$ cat src/idle_res_pkg.sv
package idle_res_pkg;

  // core idle-state codes, ordered from shallow to deep
  localparam int STATE_W = 3;
  localparam logic [2:0] CORE_C0 = 3'h0;
  localparam logic [2:0] CORE_C1 = 3'h1;
  localparam logic [2:0] CORE_C1E = 3'h2;
  localparam logic [2:0] CORE_C3 = 3'h3;
  localparam logic [2:0] CORE_C6 = 3'h4;
  localparam logic [2:0] CORE_C7 = 3'h5;

  // package idle-state codes, ordered from shallow to deep
  localparam logic [2:0] PKG_C0 = 3'h0;
  localparam logic [2:0] PKG_C1 = 3'h1;
  localparam logic [2:0] PKG_C1E = 3'h2;
  localparam logic [2:0] PKG_C2 = 3'h3;
  localparam logic [2:0] PKG_C3 = 3'h4;
  localparam logic [2:0] PKG_C6 = 3'h5;

  // register offsets
  localparam logic [11:0] CTRL_OFF = 12'h000;
  localparam logic [11:0] STATUS_OFF = 12'h004;
  localparam logic [11:0] CORES_OFF = 12'h008;

  // control register fields
  localparam int CTRL_C1E_EN_BIT = 0;
  localparam int CTRL_AUTOPROMO_BIT = 1;
  localparam int CTRL_HEUR_BIT = 2;
  localparam int CTRL_LIMIT_LSB = 4;
  localparam logic [2:0] CTRL_LIMIT_RST = 3'h5;
  localparam logic [2:0] CTRL_FLAGS_RST = 3'h1;

  // status register fields
  localparam int ST_PKG_LSB = 0;
  localparam int ST_REQ_LSB = 4;
  localparam int ST_MEMWAKE_BIT = 8;
  localparam int ST_BRKWAKE_BIT = 9;
  localparam int ST_FREQ_BIT = 16;
  localparam int ST_VOLT_BIT = 17;
  localparam int ST_LLC_RET_BIT = 18;
  localparam int ST_FLUSH_BIT = 19;

  // timing
  localparam int CLK_PERIOD_NS = 25;
  localparam int VSTEP_DELAY_NS = 100;
  localparam int VSTEP_CYCLES = (VSTEP_DELAY_NS + CLK_PERIOD_NS - 1) / CLK_PERIOD_NS;
  localparam int PROMOTE_RES_NS = 50000;
  localparam int PROMOTE_CYCLES = (PROMOTE_RES_NS + CLK_PERIOD_NS - 1) / CLK_PERIOD_NS;
  localparam int PROMOTE_W = 12;
  localparam int VSTEP_W = 4;

endpackage : idle_res_pkg

$ cat src/core_state_min.sv
`timescale 1ns/1ps
`default_nettype none

module core_state_min #(
  parameter int NUM_CORES = 2
) (
  // per-core resolved states, core 0 in the low bits
  input wire logic [NUM_CORES*3-1:0] core_state,
  // reductions
  output logic [2:0] min_state,
  output logic all_c1e_hint,
  output logic any_c6_req
);

  logic [2:0] min_chain [0:NUM_CORES];
  logic hint_chain [0:NUM_CORES];
  logic c6_chain [0:NUM_CORES];

  assign min_chain[0] = idle_res_pkg::CORE_C7;
  assign hint_chain[0] = 1'b1;
  assign c6_chain[0] = 1'b0;

  // lowest state wins across all cores
  for (genvar i = 0; i < NUM_CORES; i++) begin : g_core
    wire logic [2:0] cs = core_state[i*3 +: 3];
    assign min_chain[i+1] = (cs < min_chain[i]) ? cs : min_chain[i];
    assign hint_chain[i+1] = hint_chain[i] && (cs == idle_res_pkg::CORE_C1E);
    assign c6_chain[i+1] = c6_chain[i] || (cs == idle_res_pkg::CORE_C6);
  end

  assign min_state = min_chain[NUM_CORES];
  assign all_c1e_hint = hint_chain[NUM_CORES];
  assign any_c6_req = c6_chain[NUM_CORES];

endmodule : core_state_min

`default_nettype wire

$ cat src/package_idle_state_resolver.sv
// Decided for this implementation: the register addresses and register access over APB.
`timescale 1ns/1ps
`default_nettype none

module package_idle_state_resolver #(
  parameter int NUM_CORES = 2
) (
  // clock and reset
  input wire logic pclk,
  input wire logic presetn,
  // apb slave
  input wire logic psel,
  input wire logic penable,
  input wire logic pwrite,
  input wire logic [11:0] paddr,
  input wire logic [31:0] pwdata,
  output logic [31:0] prdata,
  output logic pready,
  output logic pslverr,
  // core and graphics idle states
  input wire logic [NUM_CORES*3-1:0] core_state,
  input wire logic gfx_deep,
  // platform power controller
  input wire logic plat_grant,
  input wire logic [2:0] plat_limit,
  input wire logic plat_hold_shallow,
  input wire logic latency_block,
  input wire logic mem_req,
  input wire logic mem_busy,
  // break events
  input wire logic break_valid,
  input wire logic [((NUM_CORES > 1) ? $clog2(NUM_CORES) : 1)-1:0] break_core,
  input wire logic break_masked,
  // package results
  output logic [2:0] pkg_state,
  output logic [2:0] pkg_request,
  output logic [NUM_CORES-1:0] core_wake,
  output logic break_fwd,
  output logic [((NUM_CORES > 1) ? $clog2(NUM_CORES) : 1)-1:0] break_fwd_core,
  output logic freq_min_req,
  output logic volt_low_req,
  output logic plat_notify,
  output logic llc_retain,
  output logic llc_flush_ok,
  output logic core_volt_off
);

  localparam int CID_W = (NUM_CORES > 1) ? $clog2(NUM_CORES) : 1;
  localparam int PROMOTE_W_L = idle_res_pkg::PROMOTE_W;
  localparam logic [PROMOTE_W_L-1:0] PROMOTE_LAST =
    PROMOTE_W_L'(idle_res_pkg::PROMOTE_CYCLES - 1);
  localparam logic [idle_res_pkg::VSTEP_W-1:0] VSTEP_LAST =
    idle_res_pkg::VSTEP_W'(idle_res_pkg::VSTEP_CYCLES);

  typedef enum logic [1:0] {ST_RESOLVE, ST_BRK_WAKE, ST_BRK_RET, ST_MEM_WAKE} res_state_t;

  res_state_t st_ff;
  res_state_t nxt_st;
  logic [2:0] pkg_ff;
  logic [2:0] nxt_pkg;
  logic [2:0] saved_ff;
  logic [2:0] nxt_saved;
  logic [2:0] req_ff;
  logic [2:0] limit_ff;
  logic c1e_en_ff;
  logic autopromo_ff;
  logic heur_ff;
  logic [PROMOTE_W_L-1:0] res_cnt_ff;
  logic [idle_res_pkg::VSTEP_W-1:0] vf_cnt_ff;
  logic freq_ff;
  logic volt_ff;
  logic notify_ff;
  logic retain_ff;
  logic flush_ff;
  logic voff_ff;
  logic brk_ff;
  logic [CID_W-1:0] brk_core_ff;
  logic [NUM_CORES-1:0] wake_ff;
  logic [31:0] prdata_ff;

  // core reduction
  wire logic [2:0] min_req;
  wire logic all_hint;
  wire logic any_c6;

  core_state_min #(
    .NUM_CORES(NUM_CORES)
  ) u_min (
    .core_state(core_state),
    .min_state(min_req),
    .all_c1e_hint(all_hint),
    .any_c6_req(any_c6)
  );

  // target resolution
  wire logic [2:0] cap = (limit_ff < plat_limit) ? limit_ff : plat_limit;
  wire logic req_deep = (min_req >= idle_res_pkg::CORE_C3);
  wire logic deep_ok = req_deep && gfx_deep;
  wire logic c1e_sel = c1e_en_ff && (all_hint || autopromo_ff || req_deep);
  wire logic [2:0] tgt_c1 = c1e_sel ? idle_res_pkg::PKG_C1E : idle_res_pkg::PKG_C1;
  wire logic promote = heur_ff && (res_cnt_ff == PROMOTE_LAST) &&
                       (cap >= idle_res_pkg::PKG_C6);
  wire logic want_c6 = (min_req >= idle_res_pkg::CORE_C6) && (cap >= idle_res_pkg::PKG_C6);
  wire logic [2:0] target =
    ((min_req == idle_res_pkg::CORE_C0) || !plat_grant ||
     (cap == idle_res_pkg::PKG_C0)) ? idle_res_pkg::PKG_C0 :
    (!deep_ok || (cap <= idle_res_pkg::PKG_C1E)) ? tgt_c1 :
    (latency_block || (cap == idle_res_pkg::PKG_C2)) ? idle_res_pkg::PKG_C2 :
    (want_c6 || promote) ? idle_res_pkg::PKG_C6 :
    idle_res_pkg::PKG_C3;
  wire logic [2:0] ret_state = (saved_ff < target) ? saved_ff : target;
  wire logic pkg_deep = (pkg_ff == idle_res_pkg::PKG_C3) || (pkg_ff == idle_res_pkg::PKG_C6);
  wire logic mem_wake_go = mem_req && pkg_deep && deep_ok && plat_grant;
  wire logic mem_stay = mem_req || mem_busy || plat_hold_shallow;

  // sequencing of break and memory wakes
  always_comb begin
    nxt_st = st_ff;
    nxt_pkg = pkg_ff;
    nxt_saved = saved_ff;
    unique case (st_ff)
      ST_RESOLVE: begin
        if (break_valid) begin
          nxt_saved = pkg_ff;
          nxt_pkg = idle_res_pkg::PKG_C0;
          nxt_st = break_masked ? ST_BRK_RET : ST_BRK_WAKE;
        end else if (mem_wake_go) begin
          nxt_saved = pkg_ff;
          nxt_pkg = idle_res_pkg::PKG_C2;
          nxt_st = ST_MEM_WAKE;
        end else begin
          nxt_pkg = target;
        end
      end
      ST_BRK_WAKE: begin
        nxt_pkg = idle_res_pkg::PKG_C0;
        if (min_req == idle_res_pkg::CORE_C0) begin
          nxt_st = ST_RESOLVE;
        end
      end
      ST_BRK_RET: begin
        nxt_pkg = ret_state;
        nxt_st = ST_RESOLVE;
      end
      ST_MEM_WAKE: begin
        if (mem_stay) begin
          nxt_pkg = idle_res_pkg::PKG_C2;
        end else begin
          nxt_pkg = ret_state;
          nxt_st = ST_RESOLVE;
        end
      end
    endcase
  end

  always_ff @(posedge pclk or negedge presetn) begin
    if (!presetn) begin
      st_ff <= ST_RESOLVE;
      pkg_ff <= idle_res_pkg::PKG_C0;
      saved_ff <= idle_res_pkg::PKG_C0;
      req_ff <= idle_res_pkg::CORE_C0;
    end else begin
      st_ff <= nxt_st;
      pkg_ff <= nxt_pkg;
      saved_ff <= nxt_saved;
      req_ff <= min_req;
    end
  end

  // residency counter for heuristic promotion
  wire logic res_run = heur_ff && (min_req == idle_res_pkg::CORE_C3);
  wire logic [PROMOTE_W_L-1:0] nxt_res_cnt =
    !res_run ? '0 : (res_cnt_ff == PROMOTE_LAST) ? res_cnt_ff : res_cnt_ff + 1'b1;

  // enhanced state 1: frequency drop, then voltage after a settle time
  wire logic in_c1e = (pkg_ff == idle_res_pkg::PKG_C1E);
  wire logic [idle_res_pkg::VSTEP_W-1:0] nxt_vf_cnt =
    !in_c1e ? '0 : (vf_cnt_ff == VSTEP_LAST) ? vf_cnt_ff : vf_cnt_ff + 1'b1;

  always_ff @(posedge pclk or negedge presetn) begin
    if (!presetn) begin
      res_cnt_ff <= '0;
      vf_cnt_ff <= '0;
      freq_ff <= 1'b0;
      volt_ff <= 1'b0;
    end else begin
      res_cnt_ff <= nxt_res_cnt;
      vf_cnt_ff <= nxt_vf_cnt;
      freq_ff <= in_c1e;
      volt_ff <= in_c1e && (vf_cnt_ff == VSTEP_LAST);
    end
  end

  // platform notification, cache policy and core power
  wire logic nxt_notify = (nxt_pkg != pkg_ff) && (nxt_pkg >= idle_res_pkg::PKG_C2);
  wire logic nxt_is_c6 = (nxt_pkg == idle_res_pkg::PKG_C6);
  wire logic nxt_flush = nxt_is_c6 && !any_c6 && (min_req >= idle_res_pkg::CORE_C7);
  wire logic [NUM_CORES-1:0] wake_vec = NUM_CORES'(1) << break_core;

  always_ff @(posedge pclk or negedge presetn) begin
    if (!presetn) begin
      notify_ff <= 1'b0;
      retain_ff <= 1'b1;
      flush_ff <= 1'b0;
      voff_ff <= 1'b0;
      brk_ff <= 1'b0;
      brk_core_ff <= '0;
      wake_ff <= '0;
    end else begin
      notify_ff <= nxt_notify;
      retain_ff <= !nxt_flush;
      flush_ff <= nxt_flush;
      voff_ff <= nxt_is_c6;
      brk_ff <= break_valid;
      brk_core_ff <= break_core;
      wake_ff <= break_valid ? wake_vec : '0;
    end
  end

  // apb register access
  wire logic setup = psel && !penable;
  wire logic access = psel && penable;
  wire logic hit_ctrl = (paddr == idle_res_pkg::CTRL_OFF);
  wire logic hit_status = (paddr == idle_res_pkg::STATUS_OFF);
  wire logic hit_cores = (paddr == idle_res_pkg::CORES_OFF);
  wire logic mapped = hit_ctrl || hit_status || hit_cores;
  wire logic wr_ctrl = access && pwrite && hit_ctrl;
  wire logic [2:0] wr_limit = pwdata[idle_res_pkg::CTRL_LIMIT_LSB +: 3];
  wire logic limit_ok = (wr_limit != idle_res_pkg::PKG_C2) &&
                        (wr_limit <= idle_res_pkg::PKG_C6);

  wire logic [31:0] ctrl_rd = {25'h0, limit_ff, 1'b0, heur_ff, autopromo_ff, c1e_en_ff};
  wire logic [31:0] status_rd = {12'h0, flush_ff, retain_ff, volt_ff, freq_ff,
                                 6'h0, (st_ff == ST_BRK_WAKE), (st_ff == ST_MEM_WAKE),
                                 1'b0, req_ff, 1'b0, pkg_ff};
  wire logic [31:0] cores_rd = 32'(core_state);
  wire logic [31:0] rd_mux = hit_ctrl ? ctrl_rd : hit_status ? status_rd :
                             hit_cores ? cores_rd : 32'h0000_0000;

  always_ff @(posedge pclk or negedge presetn) begin
    if (!presetn) begin
      c1e_en_ff <= idle_res_pkg::CTRL_FLAGS_RST[idle_res_pkg::CTRL_C1E_EN_BIT];
      autopromo_ff <= idle_res_pkg::CTRL_FLAGS_RST[idle_res_pkg::CTRL_AUTOPROMO_BIT];
      heur_ff <= idle_res_pkg::CTRL_FLAGS_RST[idle_res_pkg::CTRL_HEUR_BIT];
      limit_ff <= idle_res_pkg::CTRL_LIMIT_RST;
      prdata_ff <= 32'h0000_0000;
    end else begin
      if (wr_ctrl) begin
        c1e_en_ff <= pwdata[idle_res_pkg::CTRL_C1E_EN_BIT];
        autopromo_ff <= pwdata[idle_res_pkg::CTRL_AUTOPROMO_BIT];
        heur_ff <= pwdata[idle_res_pkg::CTRL_HEUR_BIT];
        if (limit_ok) begin
          limit_ff <= wr_limit;
        end
      end
      if (setup && !pwrite) begin
        prdata_ff <= rd_mux;
      end
    end
  end

  assign prdata = prdata_ff;
  assign pready = 1'b1;
  assign pslverr = access && !mapped;

  assign pkg_state = pkg_ff;
  assign pkg_request = req_ff;
  assign core_wake = wake_ff;
  assign break_fwd = brk_ff;
  assign break_fwd_core = brk_core_ff;
  assign freq_min_req = freq_ff;
  assign volt_low_req = volt_ff;
  assign plat_notify = notify_ff;
  assign llc_retain = retain_ff;
  assign llc_flush_ok = flush_ff;
  assign core_volt_off = voff_ff;
endmodule : package_idle_state_resolver

`default_nettype wire

$ cat config.mk
export PLATFORM = sky130hd
export DESIGN_NAME = package_idle_state_resolver
export DESIGN_NICKNAME = d
export VERILOG_FILES = /design/src/idle_res_pkg.sv /design/src/core_state_min.sv /design/src/package_idle_state_resolver.sv
export SDC_FILE = /design/constraint.sdc
export NUM_CORES = 1
export LEC_CHECK = 0
export CORE_UTILIZATION = 60
export CTS_CLUSTER_SIZE = 16
export DETAILED_ROUTE_END_ITERATION = 10
export DONT_BUFFER_PORTS = 1
export PLACE_DENSITY = 0.73
export SYNTH_ARGS = -nofsm -noshare
export SYNTH_HDL_FRONTEND = slang
export SYNTH_SLANG_ARGS = --single-unit
$ cat constraint.sdc
create_clock -name pclk -period 4.2 [get_ports pclk]
set_clock_uncertainty 0.05 [all_clocks]
set_input_delay 0.21 -clock pclk [delete_from_list [all_inputs] [get_ports pclk]]
set_output_delay 0.21 -clock pclk [all_outputs]
set_load 0.02 [all_outputs]
==> metrics.txt <==
CP startpoint kind register; worst hold path class input port to register; RSZ-0062 raised after global routing no; fillers 410; # DRC 0; Final #Nets 440; worst setup margin 0.256 ns; setup-violating endpoint count in the final report 0; r2r worst-path depth 15; library cells used by synthesis 63; period utilisation layout 0.939; synthesized flop and latch total 56; drt first-iter violations 201; Clock Pin Slew Worst Setup and Hold Paths 0.10 ns; Most Crowded Layer GR met2; CTS sink count 56; Core ar. 0.00514 mm2; Power per Cell Area 314 mW/mm2; pin count of the biggest net entering global routing 57; syn avg cell area 9.18 um2; outcome finished clean; Main synth FF type dfrtp_1; final WL 7070 um; Max Slew Vio Count 0; hold path startpoint pwdata[5]; clk buf depth 2; Worst Max-Slew Pin Slew 1.09 ns; Worst VDD drop 0.000162 V; number of global-route vias before repair 2387; vias per cell 5.99; met2 GRT Util 0.414; first-pass GRT wire length 11500 um; CTS tree done; Async SR Flop Fraction 1.00; Seq/Total Area, Yosys 0.434; worst skew pair latency 0.31 ns; Hold Crit Depth 2; Starting Density 0.631; initial antenna violation count 0; Antenna Cells 0; via count 2600; GRT Resource Usage Total 0.269; routing usage on met1 0.384; number of port buffers 0; met3 Use GR 0.0569; critical path arrival 4.15 ns; Worst Path Required 4.40 ns; detail-routed net length per standard cell 16.3 um; TritonCTS buffer count 5; MaxCap Viol Count 0; ANT nets after route 0; Post-Syn Instances 353; Routability Congestion 0.933; CP max FO 5; Post-CTS Setup Inserts 0; area grow syn2layout 7.14%; router iterations before antenna repair 5; Die X 75.5 um; min Tclk post-route 3.94 ns; die height 75.5 um; die area 0.00570 mm2; setup TNS 0 ns; crit path capture type register; Synth Warn # 0; kind of critical path register to register; Leakage 0.00145 uW; number of synthesized flops with an enable pin 0; Fmax 254 MHz; pre-CTS WS 0.0783 ns; slew margin rel. 0.264; r2r setup slk 0.26 ns; dpl hpwl 5270 um; share of post-route cells with drive strength above 1 0.110; worst r2r src limit_ff[2]; Core Rows 26; Synth Cell Area 0.00324 mm2; count of final hold-check violations 0; FF-to-FF End llc_flush_ok; H-tree depth 2; Root Buffer Master clkbuf_8; global route overflow 0; # IOs 117; Worst Hold Endpoint limit_ff[0]
[how the worst max path moves through the flow]
stage,from,end,slack [ns],depth (start not counted)
after floorplan,core_state[2],plat_notify,0.51,16
after global placement,limit_ff[2],plat_notify,0.21,17
after detailed placement,core_state[2],plat_notify,0.08,18
after CTS,limit_ff[2],plat_notify,0.16,17
after global routing,limit_ff[2],llc_flush_ok,0.03,15
final,limit_ff[2],llc_flush_ok,0.26,15
[synth_stat cells (all sizes together) (2+ instances only)]
library cell  number  area [um2]
xnor2              6        52.6
o21ai             22         114
nor3               5        25.0
nor2b              5        33.8
mux2               5        60.1
xor2               5        43.8
inv               11        41.3
nor4               7        58.8
nand4              7        50.1
nand3              8        45.0
nand2             44         165
a31oi              5        37.5
and2               2        12.5
dfstp              4         105
a211oi            10        80.1
nand3b             2        15.0
dfrtp             52        1300
a222oi             5        50.1
a21o               3        22.5
conb               2        7.51
or2                3        18.8
o31ai              3        27.5
buf               20         150
a21oi             20         104
nor2              46         173
nor3b              2        26.3
ha                10         125
nand2b             8        50.1
a211o              2        18.8
o21a               2        15.0
a32o               2        20.0
clkbuf             7        26.3
[layer usage]
layer	routed length [um]	share of wire	up-vias
met3	576	0.081	12
met2	3200	0.45	122
met4	123	0.017	0
met1	3170	0.45	1216
li1	-	-	1250
met5	0	0	-
[power by group]
group,switching (uW),internal (uW)
Combinational,119,67.4
Clock,177,118
Sequential,47.5,560
[cells by family after synthesis]
family                     share of synthesized area
adders and majority gates                     0.0386
DFF                                            0.434
muxes                                         0.0228
other                                        0.00232
xor gates and xnor gates                      0.0297
buffers and inverters                         0.0699
AOI/OAI and AO/OA                              0.183
and+or+nand+nor                                0.220
[metrics by stage]
step           utilization  instances  hold slack [ns]  total power, uW  cell area, um2
2_1_floorplan            -        371           -0.136              754            3310
3_3_place_gp         0.628        415           -0.135              773            3230
3_5_place_dp         0.628        415           -0.134              773            3230
4_1_cts              0.671        434          0.00100             1090            3450
5_1_grt              0.676        434           0.0241             1140            3470
6_report             0.676        434          0.00914             1090            3470
[final cells by class]
class,count,area [um2],area share
multi-input cells,276,1700,0.490
flip-flops and latches,56,1410,0.405
well taps,70,87.6,0.0252
clock inverters,3,23.8,0.00684
clock buffers,5,68.8,0.0198
inverters,11,41.3,0.0119
repair buffers,13,143,0.0411
[cell usage in the layout (no fill, tap or decap), types with 2 or more instances in the layout]
master         instances
o21ai_0               20
and2_1                 2
xor2_1                 5
a211oi_2               3
a31oi_1                4
a222oi_1               5
nand2_1               44
a21oi_1               17
nand3_1                7
dlygate4sd3_1         10
nor4_1                 6
or2_2                  2
a21oi_2                3
dfstp_2                4
nand4_1                6
nor2b_1                4
clkbuf_8               5
conb_1                20
nor2_1                46
a32o_1                 2
dfrtp_1               52
nor3_1                 5
a211oi_1               7
xnor2_1                6
ha_1                  10
inv_1                 11
o21a_1                 2
nand2b_1               8
a21o_1                 3
clkinvlp_4             2
o31ai_1                2
buf_4                  2
mux2_2                 4
nand3b_1               2
[repair_timing]
item / CTS / global route
resized for setup: 0 / 6
hold endpoints to repair: 67 / 0
hold buffers: 11 / 0
endpoints found under the setup margin: 0 / 3
[state kept, by name, summed over array words and instances, names as in the netlist, 3 cells and up]
name         cells
saved_ff         3
limit_ff         3
prdata          13
pkg_request      3
pkg_state        3
res_cnt_ff      12
vf_cnt_ff        4
[critical path, stage by stage (launching register included)]
cell	delay, ns
dfstp_2	0.59
ha_1	0.26
a21oi_2	0.18
o21ai_1	0.15
o311a_1	0.37
nand3_1	0.18
nand2b_1	0.17
ha_1	0.26
a21o_1	0.20
nor2_1	0.20
inv_1	0.07
a211oi_1	0.24
a2111oi_1	0.13
a211o_2	0.39
nor3b_4	0.25
and3_1	0.20
No activity file was read; power rests on OpenSTA's default activity.
